$ cat src/core/serial_pkg.sv
package serial_pkg;

  // register addresses
  localparam logic [15:0] ADDR_MODE   = 16'hffa0;
  localparam logic [15:0] ADDR_STAT   = 16'hffa1;
  localparam logic [15:0] ADDR_BAUD   = 16'hffa2;
  localparam logic [15:0] ADDR_TXSH   = 16'hffa3;
  localparam logic [15:0] ADDR_RXBUF  = 16'hffa4;
  localparam logic [15:0] ADDR_TXFLAG = 16'hffa5;

  localparam logic [7:0] RESET_BYTE = 8'h00;
  localparam logic [7:0] BAUD_WMASK = 8'h7f;
  localparam logic [7:0] CHAR7_MASK = 8'h7f;

  // status bit positions
  localparam int STAT_PE  = 2;
  localparam int STAT_FE  = 1;
  localparam int STAT_OVE = 0;

  localparam logic [2:0] LAST_BIT_8 = 3'h7;
  localparam logic [2:0] LAST_BIT_7 = 3'h6;
  localparam logic [2:0] PRESC_EXT  = 3'h0;
  localparam logic [4:0] DIV_BASE   = 5'h10;

  typedef enum logic [1:0] {
    PAR_NONE = 2'b00,
    PAR_ZERO = 2'b01,
    PAR_ODD  = 2'b10,
    PAR_EVEN = 2'b11
  } parity_t;

  typedef struct packed {
    logic    tx_en;
    logic    rx_en;
    parity_t parity;
    logic    char8;
    logic    stop2;
    logic    err_no_irq;
    logic    irda;
  } mode_t;

  typedef struct packed {
    logic       zero;
    logic [2:0] presc;
    logic [3:0] div;
  } baud_t;

endpackage

$ cat src/core/pin_sync.sv
`timescale 1ns/1ps
module pin_sync
  import serial_pkg::*;
#(
  parameter int         W   = 1,
  parameter logic [0:0] RST = 1'b1
) (
  // clock and reset
  input  wire logic         clk_i,
  input  wire logic         nrst_i,
  // pins and synchronised levels
  input  wire logic [W-1:0] d_i,
  output logic      [W-1:0] q_o,
  output logic      [W-1:0] q_prev_o
);

  logic [W-1:0] meta_ff;

  // first stage feeds only the second stage
  always_ff @(posedge clk_i or negedge nrst_i) begin
    if (!nrst_i) begin
      meta_ff  <= {W{RST}};
      q_o      <= {W{RST}};
      q_prev_o <= {W{RST}};
    end else begin
      meta_ff  <= d_i;
      q_o      <= meta_ff;
      q_prev_o <= q_o;
    end
  end

endmodule

$ cat src/core/baud_gen.sv
`timescale 1ns/1ps
module baud_gen
  import serial_pkg::*;
(
  // clock and reset
  input  wire logic  clk_i,
  input  wire logic  nrst_i,
  // configuration and control
  input  wire baud_t cfg_i,
  input  wire logic  ext_rise_i,
  input  wire logic  restart_i,
  // half-bit enable pulse
  output logic       half_tick_o
);

  logic [6:0] pre_ff;
  logic [4:0] cnt_ff;
  logic [6:0] mask;
  logic       src_tick;
  logic [4:0] last_cnt;

  always_comb begin
    mask     = 7'((8'h01 << cfg_i.presc) - 8'h01);
    last_cnt = DIV_BASE + {1'b0, cfg_i.div} - 5'h01;
    if (cfg_i.presc == PRESC_EXT) begin
      src_tick = ext_rise_i;
    end else begin
      src_tick = (pre_ff & mask) == mask;
    end
  end

  always_ff @(posedge clk_i or negedge nrst_i) begin
    if (!nrst_i) begin
      pre_ff <= '0;
    end else if (restart_i) begin
      pre_ff <= '0;
    end else begin
      pre_ff <= pre_ff + 7'h01;
    end
  end

  // wraps every 16+k source ticks; two wraps make one bit time
  always_ff @(posedge clk_i or negedge nrst_i) begin
    if (!nrst_i) begin
      cnt_ff      <= '0;
      half_tick_o <= 1'b0;
    end else if (restart_i) begin
      cnt_ff      <= '0;
      half_tick_o <= 1'b0;
    end else if (src_tick && cnt_ff == last_cnt) begin
      cnt_ff      <= '0;
      half_tick_o <= 1'b1;
    end else begin
      cnt_ff      <= src_tick ? cnt_ff + 5'h01 : cnt_ff;
      half_tick_o <= 1'b0;
    end
  end
endmodule

$ cat src/core/uart_async.sv
`timescale 1ns/1ps
module uart_async
  import serial_pkg::*;
(
  // clock and reset
  input  wire logic        CLK_I,
  input  wire logic        NRST_I,
  // cpu register port
  input  wire logic [15:0] ADDR_I,
  input  wire logic [7:0]  WDATA_I,
  input  wire logic        WR_I,
  input  wire logic        RD_I,
  output logic      [7:0]  RDATA_O,
  // serial pins
  input  wire logic        RXD_I,
  input  wire logic        EXT_SCLK_I,
  output logic             TXD_O,
  // event pulses
  output logic             TX_DONE_IRQ_O,
  output logic             RX_DONE_IRQ_O,
  output logic             RX_ERR_IRQ_O
);

  typedef enum logic [2:0] {TX_IDLE, TX_START, TX_DATA, TX_PAR, TX_STOP} tx_state_t;
  typedef enum logic [2:0] {RX_IDLE, RX_CHECK, RX_DATA, RX_PAR, RX_STOP} rx_state_t;

  function automatic logic hit(input logic [15:0] a, input logic [15:0] r);
    hit = (a == r);
  endfunction

  function automatic logic [7:0] char_data(input logic [7:0] d, input logic c8);
    char_data = c8 ? d : (d & CHAR7_MASK);
  endfunction

  mode_t      mode_ff;
  baud_t      baud_ff;
  logic [2:0] stat_ff;
  logic [7:0] rxb_ff;
  logic       rxb_full_ff;
  logic       txdone_ff;

  tx_state_t  tx_state_ff;
  logic [7:0] tx_sh_ff;
  logic [2:0] tx_cnt_ff;
  logic       tx_par_ff;
  logic       tx_phase_ff;
  logic       tx_stop2nd_ff;

  rx_state_t  rx_state_ff;
  logic [7:0] rx_sh_ff;
  logic [2:0] rx_cnt_ff;
  logic       rx_par_ff;
  logic       rx_phase_ff;

  logic       rx_s;
  logic       rx_prev;
  logic       sclk_s;
  logic       sclk_prev;
  logic       tx_tick;
  logic       rx_tick;

  logic       wr_txsh;
  logic       rd_rxb;
  logic       tx_go;
  logic       tx_bit_end;
  logic       tx_end;
  logic       rx_fall;
  logic       rx_confirm;
  logic       rx_restart;
  logic       rx_sample;
  logic       rx_done;
  logic       rx_pe;
  logic       rx_fe;
  logic       rx_ove;
  logic [2:0] last_bit;

  pin_sync #(.W(2), .RST(1'b1)) u_sync (
    .clk_i    (CLK_I),
    .nrst_i   (NRST_I),
    .d_i      ({RXD_I, EXT_SCLK_I}),
    .q_o      ({rx_s, sclk_s}),
    .q_prev_o ({rx_prev, sclk_prev})
  );

  baud_gen u_tx_baud (
    .clk_i       (CLK_I),
    .nrst_i      (NRST_I),
    .cfg_i       (baud_ff),
    .ext_rise_i  (sclk_s & ~sclk_prev),
    .restart_i   (tx_go),
    .half_tick_o (tx_tick)
  );

  baud_gen u_rx_baud (
    .clk_i       (CLK_I),
    .nrst_i      (NRST_I),
    .cfg_i       (baud_ff),
    .ext_rise_i  (sclk_s & ~sclk_prev),
    .restart_i   (rx_restart),
    .half_tick_o (rx_tick)
  );

  always_comb begin
    wr_txsh    = WR_I && hit(ADDR_I, ADDR_TXSH);
    rd_rxb     = RD_I && hit(ADDR_I, ADDR_RXBUF);
    last_bit   = mode_ff.char8 ? LAST_BIT_8 : LAST_BIT_7;
    tx_go      = wr_txsh && mode_ff.tx_en && tx_state_ff == TX_IDLE;
    tx_bit_end = tx_tick && tx_phase_ff;
    tx_end     = tx_bit_end && tx_state_ff == TX_STOP && (!mode_ff.stop2 || tx_stop2nd_ff);
    rx_fall    = rx_prev && !rx_s;
    rx_confirm = rx_state_ff == RX_CHECK && rx_tick && !rx_s;
    rx_restart = (rx_state_ff == RX_IDLE && mode_ff.rx_en && rx_fall) || rx_confirm;
    rx_sample  = rx_tick && rx_phase_ff;
    rx_done    = mode_ff.rx_en && rx_state_ff == RX_STOP && rx_sample;
    rx_fe      = !rx_s;
    rx_ove     = rxb_full_ff && !rd_rxb;
    unique case (mode_ff.parity)
      PAR_EVEN: rx_pe = ^char_data(rx_sh_ff, mode_ff.char8) ^ rx_par_ff;
      PAR_ODD:  rx_pe = ~(^char_data(rx_sh_ff, mode_ff.char8) ^ rx_par_ff);
      PAR_ZERO: rx_pe = 1'b0;
      PAR_NONE: rx_pe = 1'b0;
    endcase
  end

  // register writes
  always_ff @(posedge CLK_I or negedge NRST_I) begin
    if (!NRST_I) begin
      mode_ff <= mode_t'(RESET_BYTE);
      baud_ff <= baud_t'(RESET_BYTE);
    end else if (WR_I) begin
      if (hit(ADDR_I, ADDR_MODE)) begin
        mode_ff <= mode_t'(WDATA_I);
      end
      if (hit(ADDR_I, ADDR_BAUD)) begin
        baud_ff <= baud_t'(WDATA_I & BAUD_WMASK);
      end
    end
  end

  // register reads, one cycle late
  always_ff @(posedge CLK_I or negedge NRST_I) begin
    if (!NRST_I) begin
      RDATA_O <= RESET_BYTE;
    end else if (RD_I) begin
      unique case (1'b1)
        hit(ADDR_I, ADDR_MODE):   RDATA_O <= mode_ff;
        hit(ADDR_I, ADDR_STAT):   RDATA_O <= {5'h00, stat_ff};
        hit(ADDR_I, ADDR_BAUD):   RDATA_O <= baud_ff;
        hit(ADDR_I, ADDR_RXBUF):  RDATA_O <= rxb_ff;
        hit(ADDR_I, ADDR_TXFLAG): RDATA_O <= {7'h00, txdone_ff};
        default:                  RDATA_O <= RESET_BYTE;
      endcase
    end
  end

  // transmitter
  always_ff @(posedge CLK_I or negedge NRST_I) begin
    if (!NRST_I) begin
      tx_state_ff   <= TX_IDLE;
      TXD_O         <= 1'b1;
      tx_sh_ff      <= '0;
      tx_cnt_ff     <= '0;
      tx_par_ff     <= 1'b0;
      tx_phase_ff   <= 1'b0;
      tx_stop2nd_ff <= 1'b0;
    end else if (tx_go) begin
      tx_state_ff <= TX_START;
      TXD_O       <= 1'b0;
      tx_sh_ff    <= char_data(WDATA_I, mode_ff.char8);
      tx_par_ff   <= (mode_ff.parity == PAR_EVEN) ? ^char_data(WDATA_I, mode_ff.char8)
                   : (mode_ff.parity == PAR_ODD)  ? ~^char_data(WDATA_I, mode_ff.char8)
                   : 1'b0;
      tx_phase_ff <= 1'b0;
    end else if (tx_tick) begin
      tx_phase_ff <= ~tx_phase_ff;
      if (tx_phase_ff) begin
        unique case (tx_state_ff)
          TX_IDLE: TXD_O <= 1'b1;
          TX_START: begin
            tx_state_ff <= TX_DATA;
            TXD_O       <= tx_sh_ff[0];
            tx_sh_ff    <= tx_sh_ff >> 1;
            tx_cnt_ff   <= '0;
          end
          TX_DATA: begin
            if (tx_cnt_ff == last_bit) begin
              tx_state_ff   <= (mode_ff.parity == PAR_NONE) ? TX_STOP : TX_PAR;
              TXD_O         <= (mode_ff.parity == PAR_NONE) ? 1'b1 : tx_par_ff;
              tx_stop2nd_ff <= 1'b0;
            end else begin
              tx_cnt_ff <= tx_cnt_ff + 3'h1;
              TXD_O     <= tx_sh_ff[0];
              tx_sh_ff  <= tx_sh_ff >> 1;
            end
          end
          TX_PAR: begin
            tx_state_ff   <= TX_STOP;
            TXD_O         <= 1'b1;
            tx_stop2nd_ff <= 1'b0;
          end
          TX_STOP: begin
            if (mode_ff.stop2 && !tx_stop2nd_ff) begin
              tx_stop2nd_ff <= 1'b1;
            end else begin
              tx_state_ff <= TX_IDLE;
            end
          end
        endcase
      end
    end
  end

  // completion flag: set wins over the software clear
  always_ff @(posedge CLK_I or negedge NRST_I) begin
    if (!NRST_I) begin
      txdone_ff     <= 1'b0;
      TX_DONE_IRQ_O <= 1'b0;
    end else begin
      TX_DONE_IRQ_O <= tx_end;
      if (tx_end) begin
        txdone_ff <= 1'b1;
      end else if (WR_I && hit(ADDR_I, ADDR_TXFLAG)) begin
        txdone_ff <= 1'b0;
      end
    end
  end

  // receiver; clearing the enable aborts without touching buffer or status
  always_ff @(posedge CLK_I or negedge NRST_I) begin
    if (!NRST_I) begin
      rx_state_ff <= RX_IDLE;
      rx_sh_ff    <= '0;
      rx_cnt_ff   <= '0;
      rx_par_ff   <= 1'b0;
      rx_phase_ff <= 1'b0;
    end else if (!mode_ff.rx_en) begin
      rx_state_ff <= RX_IDLE;
    end else if (rx_restart) begin
      rx_state_ff <= (rx_state_ff == RX_IDLE) ? RX_CHECK : RX_DATA;
      rx_phase_ff <= 1'b0;
      rx_cnt_ff   <= '0;
      rx_sh_ff    <= '0;
    end else if (rx_state_ff == RX_CHECK && rx_tick) begin
      rx_state_ff <= RX_IDLE;
    end else if (rx_tick) begin
      rx_phase_ff <= ~rx_phase_ff;
      if (rx_phase_ff) begin
        unique case (rx_state_ff)
          RX_DATA: begin
            rx_sh_ff[rx_cnt_ff] <= rx_s;
            rx_cnt_ff           <= rx_cnt_ff + 3'h1;
            if (rx_cnt_ff == last_bit) begin
              rx_state_ff <= (mode_ff.parity == PAR_NONE) ? RX_STOP : RX_PAR;
            end
          end
          RX_PAR:  begin
            rx_par_ff   <= rx_s;
            rx_state_ff <= RX_STOP;
          end
          RX_STOP: rx_state_ff <= RX_IDLE;
          default: rx_state_ff <= RX_IDLE;
        endcase
      end
    end
  end

  // holding buffer and error status
  always_ff @(posedge CLK_I or negedge NRST_I) begin
    if (!NRST_I) begin
      rxb_ff        <= RESET_BYTE;
      rxb_full_ff   <= 1'b0;
      stat_ff       <= '0;
      RX_DONE_IRQ_O <= 1'b0;
      RX_ERR_IRQ_O  <= 1'b0;
    end else if (rx_done) begin
      rxb_ff        <= char_data(rx_sh_ff, mode_ff.char8);
      rxb_full_ff   <= 1'b1;
      stat_ff       <= {rx_pe, rx_fe, rx_ove};
      RX_ERR_IRQ_O  <= rx_pe | rx_fe | rx_ove;
      RX_DONE_IRQ_O <= !(mode_ff.err_no_irq && (rx_pe | rx_fe | rx_ove));
    end else begin
      RX_DONE_IRQ_O <= 1'b0;
      RX_ERR_IRQ_O  <= 1'b0;
      if (rd_rxb) begin
        rxb_full_ff <= 1'b0;
        stat_ff     <= '0;
      end
    end
  end
endmodule

$ cat config.mk
export PLATFORM = sky130hd
export DESIGN_NAME = uart_async
export DESIGN_NICKNAME = d
export VERILOG_FILES = /design/src/core/serial_pkg.sv /design/src/core/pin_sync.sv /design/src/core/baud_gen.sv /design/src/core/uart_async.sv
export SDC_FILE = /design/constraint.sdc
export NUM_CORES = 1
export LEC_CHECK = 0
export BUFFER_PORTS_ARGS = -buffer_cell sky130_fd_sc_hd__clkbuf_2
export CELL_PAD_IN_SITES_DETAIL_PLACEMENT = 1
export CELL_PAD_IN_SITES_GLOBAL_PLACEMENT = 2
export CORE_AREA = 2 2 100 150
export CTS_CLUSTER_SIZE = 30
export DETAILED_ROUTE_END_ITERATION = 10
export DIE_AREA = 0 0 102 152
export PLACE_DENSITY_LB_ADDON = 0.15
export RECOVER_POWER = 50
export SYNTH_ARGS = -nofsm -noshare
export SYNTH_HDL_FRONTEND = slang
export SYNTH_HIERARCHICAL = 1
export SYNTH_SLANG_ARGS = --single-unit
$ cat constraint.sdc
create_clock -name CLK_I -period 5.4 [get_ports CLK_I]
set_input_delay 0 -clock CLK_I [delete_from_list [all_inputs] [get_ports CLK_I]]
set_output_delay 0 -clock CLK_I [all_outputs]
set_load 0.1 [all_outputs]
# Yosys cells after proc, flatten, opt, wreduce, memory -nomap -nowiden
# Index checks and enable logic that the tools add are counted.
word_totals:
  register_bits: 105
  latchBits: 0
  ramBits: 0
  mem_bits_ro: 0
  in_bits: 30
  out_inout_bits: 12
  elab_cells: 237
  n_memories: 0
classes:
  add_sub_neg: 9
  n_mul: 0
  div_mod_pow: 0
  n_lt_le_gt_ge: 2
  eq_ne: 33
  n_shift: 1
  muxes: 78
  n_bitwise: 13
  n_reduce_logical: 63
ops:
  columns: ["op", "count"]
  rows:
  - ["$eq 16x16->1 const B", 6]
  - ["$mux 8", 11]
  - ["$mux 3", 20]
  - ["$pmux 8 s5", 1]
  - ["$mux 5", 6]
  - ["$mux 1", 28]
  - ["$logic_and 1x1->1", 22]
  - ["$pmux 8 s2", 1]
  - ["$reduce_bool 2->1", 8]
  - ["$reduce_xor 8->1", 2]
  - ["$reduce_and 5->1", 3]
  - ["$add 7x1->7 const B", 2]
  - ["$and 7x7->7", 2]
  - ["$eq 7x7->1", 2]
  - ["$mux 7", 2]
  - ["$eq 3x2->1 const B", 4]
  - ["$pmux 3 s2", 2]
  - ["$pmux 3 s4", 1]
  - ["$reduce_and 6->1", 2]
  - ["$reduce_bool 3->1", 4]
  - ["$add 5x1->5 const B", 2]
  - ["$eq 5x5->1", 2]
  - ["$logic_not 3->1", 3]
  - ["$ne 3x3->1 const B", 3]
  - ["34 further kinds", 60]

# Depth between registers and ports, before layout
logic_depth:
  word_depth: 10
  depth_mapped: 10
  mapped_depth_nobuf: 9

# By module
# Netlist, hierarchy kept.
modules_own_cells:
  columns: ["module", "n_inst", "cells_each", "area_per_inst_um2", "seq_area_each_um2"]
  rows:
  - ["uart_async", 1, 381, 3799.9, 1828.0]
  - ["baud_gen at u_tx_baud", 1, 101, 962.2, 325.3]
  - ["baud_gen at u_rx_baud", 1, 101, 953.4, 325.3]
  - ["pin_sync", 1, 6, 157.7, 157.7]

# Worst setup path after synthesis
# No wires, ideal clock.
synth_path:
  path_kind: "flip-flop to flip-flop"
  startpoint: "register baud_ff[6] (netlist name)"
  endpoint: "register u_rx_baud.cnt_ff[4]"
  setup_time_ps: 104
  arrival_time_ps: 2382
  required_time_ps: 5296
  slack_ps: 2915
  stages_incl_launch_ff: 9
  path_buffers: 1
  period_less_slack_ps: 2485
  path_cell_list: "dfrtp_1 > buf_6 > or3_1 > ha_1 > or4b_1 > a21oi_1 > nor4_4 > a211o_2 > o41ai_2"
synth_between:
  elab_chain_cells: 8
  word_cells_on_any_way: 10
  classes_between: "add/sub: 1; eq/ne: 1; shift: 1; mux: 3; bitwise: 1; reduce/logical: 3"
synth_lines:
  columns: ["element", "line", "source"]
  rows:
  - ["start: declaration", "uart_async.sv:36", "baud_t baud_ff;"]
  - ["start signal: assignment", "uart_async.sv:129", "baud_ff <= baud_t'(RESET_BYTE);"]
  - ["start signal: assignment", "uart_async.sv:135", "baud_ff <= baud_t'(WDATA_I & BAUD_WMASK);"]
  - ["$shl 1x3->7", "baud_gen.sv:23", "mask = 7'((8'h01 << cfg_i.presc) - 8'h01);"]
  - ["$sub 7x1->7", "baud_gen.sv:23", null]
  - ["$and 7x7->7", "baud_gen.sv:28", "src_tick = (pre_ff & mask) == mask;"]
  - ["$eq 7x7->1", "baud_gen.sv:28", null]
  - ["$mux 1 *", "baud_gen.sv:25", "if (cfg_i.presc == PRESC_EXT) begin"]
  - ["$logic_and 1x1->1", "baud_gen.sv:50", "end else if (src_tick && cnt_ff == last_cnt) begin"]
  - ["$mux 5", "baud_gen.sv:50", null]
  - ["$mux 5", "baud_gen.sv:47", "end else if (restart_i) begin"]
  - ["end signal: assignment", "baud_gen.sv:54", "cnt_ff <= src_tick ? cnt_ff + 5'h01 : cnt_ff;"]
  - ["end: declaration", "baud_gen.sv:17", "logic [4:0] cnt_ff;"]
# Every way passes the cells marked *; elsewhere a longest branch is shown, timed or not.
# A chain may end at the register's enable or synchronous reset.

==> impl_metrics.yaml <==
timing:
  tightest_slew_ns: 2.56
  max_clock_freq_mhz: 292
  maxSlewHeadroom: -0.709
  finalSetupViolations: 0
  tns_ns: 0
  layout_setup_ws_ns: 1.97
  rsz0062_at_grt: "false"
  hold_ws_ns: 0.0130
  period_share: 0.635
  drv_slew: 50
  finalClockSkew_ns: 0.0107
  hold_viol: 0
  period_minus_slack_ns: 3.43
finish:
  fin_area_um2: 6600
  synthToLayoutAreaGrowth_pct: 12.4
  layout_common_cells: "dfrtp_1 (98), nand2_1 (67), nor2_1 (46)"
  fin_nets: 668
  diodes: 0
  fin_util: 0.461
  drive_gt1_frac: 0.153
  final_common_cell: "dfrtp_1"
synth:
  synthesis.nets: 628
  synth_cells: 588
  yosys_warnings: 6
  avgSynthCellArea_um2: 9.98
  synthesis.area_um2: 5870
placement:
  placed_area_um2: 6190
  place_congestion: 0.793
  dpl.hpwl_mm: 11.0
  pre_cts_ws_ns: 2.43
  port_buffers: 41
route:
  wl_per_cell_um: 17.8
  drtPass1Iterations: 4
  drc_errors: 0
  vias_per_cell: 5.50
  drtIter0Drc: 168
  totalWireLength_mm: 14.7
  antenna_left: 0
  vias: 4561
worst_setup_path:
  cp-end-kind: "asynchronous set/reset pin"
  critPathLaunchType: "input pin"
  critPathTopFamily: "buffers and inverters"
  crit_chain: "dlygate4sd3_1, clkbuf_1, clkbuf_2"
  arrival_ns: 3.66
  max_stage_delay_ns: 1.81
  slowest_stage: "clkbuf_1"
  worst-path-buf-inv: 3
  critPathKind: "in -> async"
  critPathMaxFanout: 57
  required_ns: 5.63
global_route:
  grt_first_pass_wirelength_mm: 24.7
  grt_start_max_net_pins: 58
  groute.usage.overall: 0.203
  grt.overflow.total: 0
  antenna_found_initial: 0
  grt_pass1_vias: 5015
floorplan:
  die_area_um2: 15500
  fp.dieH_um: 152
  ios: 42
  start_util: 0.410
  core_um2: 14300
  rows: 54
  die_w_um: 102
clock_network:
  cts_buffer_depth: 2
  path_clk_slew_ns: 0.08
  cts_max_level: 3
  cts_root_buffer: "clkbuf_16"
  cts_sinks: 105
  postCtsSetupBuffers: 0
  cts_tree: "yes"
  clock_latency_ns: 0.36
  cts_buffers: 9
outcome:
  status: "complete, but fails checks"
  violations: "capacitance limit, slew limit"
hold_path:
  min_path_type: "in -> reg"
power_and_ir_drop:
  switching_share: 0.278
  vdd_drop_max_mv: 0.119
  p_leak_nw: 2.78
  seq_power_share: 0.489
  power_density_nw_per_um2: 285
  p_sw_w: 0.000524
  p_int_w: 0.00136
  clkPwrFrac: 0.365
  combPwrFrac: 0.146
flow_run:
  maxCapViolations: 1
## stage by stage
| stage | instances | total power [W] |
|---|---|---|
| after floorplan | 588 | 0.00111 |
| after global placement | 801 | 0.00119 |
| after detailed placement | 801 | 0.00121 |
| after CTS | 829 | 0.00191 |
| after global routing | 829 | 0.00198 |
| final | 829 | 0.00188 |
## layer usage
layer | wire (µm) | part of all wire | global-route usage
met3 | 250 | 0.017 | 0.0244
met5 | 0 | 0 | 0
met4 | 345 | 0.023 | 0.0895
met2 | 7980 | 0.54 | 0.367
met1 | 6140 | 0.42 | 0.233
## worst reg2reg max path, stage by stage, from the launching register on
cell and delay (ns):
dfrtp_1 0.65, or3_1 0.50, ha_1 0.33, nor2b_1 0.17, o21ai_0 0.10, a21oi_1 0.12, nor4_4 0.53, nand2b_2 0.13
o41ai_2 0.31
## flip-flops by register name, summed over array words and instances (netlist names), 2 cells and up
name	flops
baud_ff	7
u_rx_baud/cnt_ff	5
u_tx_baud/pre_ff	7
tx_state_ff	3
u_rx_baud/pre_ff	7
tx_sh_ff	8
u_sync/meta_ff	2
stat_ff	3
rxb_ff	8
rx_state_ff	3
u_tx_baud/cnt_ff	5
rx_sh_ff	8
u_sync/q_o	2
rx_cnt_ff	3
u_sync/q_prev_o	2
tx_cnt_ff	3
mode_ff	8
RDATA_O	8
## repair_timing
item | in CTS | in global routing
hold buffers | 12 | 0
gates resized for setup | 0 | 0
hold endpoints to repair | 63 | 0
setup endpoints to repair | 0 | 0
## worst paths after layout
path	start	endpoint	depth (start not counted)	slack, ns
setup reg to reg	baud_ff[5]	u_rx_baud/cnt_ff[4]	8	2.45
min in group asynchronous	NRST_I	u_tx_baud/pre_ff[4]	2	0.98
max in group CLK_I	baud_ff[5]	u_rx_baud/cnt_ff[4]	8	2.45
hold / removal	WR_I	txdone_ff	4	0.01
hold reg to reg	u_sync/meta_ff[0]	u_sync/q_o[0]	0	0.37
setup / recovery	NRST_I	RDATA_O[7]	3	1.97
## power groups by stage
| stage | sequential (W) | combinational [W] | clock [W] |
|---|---|---|---|
| 3_5_place_dp | 0.000934 | 0.000272 | 0 |
| 2_1_floorplan | 0.000908 | 0.000206 | 0 |
| 5_1_grt | 0.000932 | 0.000308 | 0.000738 |
| 3_3_place_gp | 0.000931 | 0.000256 | 0 |
| 6_report | 0.000920 | 0.000276 | 0.000686 |
| 4_1_cts | 0.000921 | 0.000282 | 0.000708 |
## layout make-up
type | count | area [µm²]
inverters | 23 | 86.3
multi-input cells | 433 | 2990
repair buffers | 56 | 329
fillers | 1673 | 7720
well taps | 196 | 245
clock inverters | 6 | 71.3
flip-flops and latches | 105 | 2640
clock buffers | 10 | 239
Power figures use the tool's default switching activity.
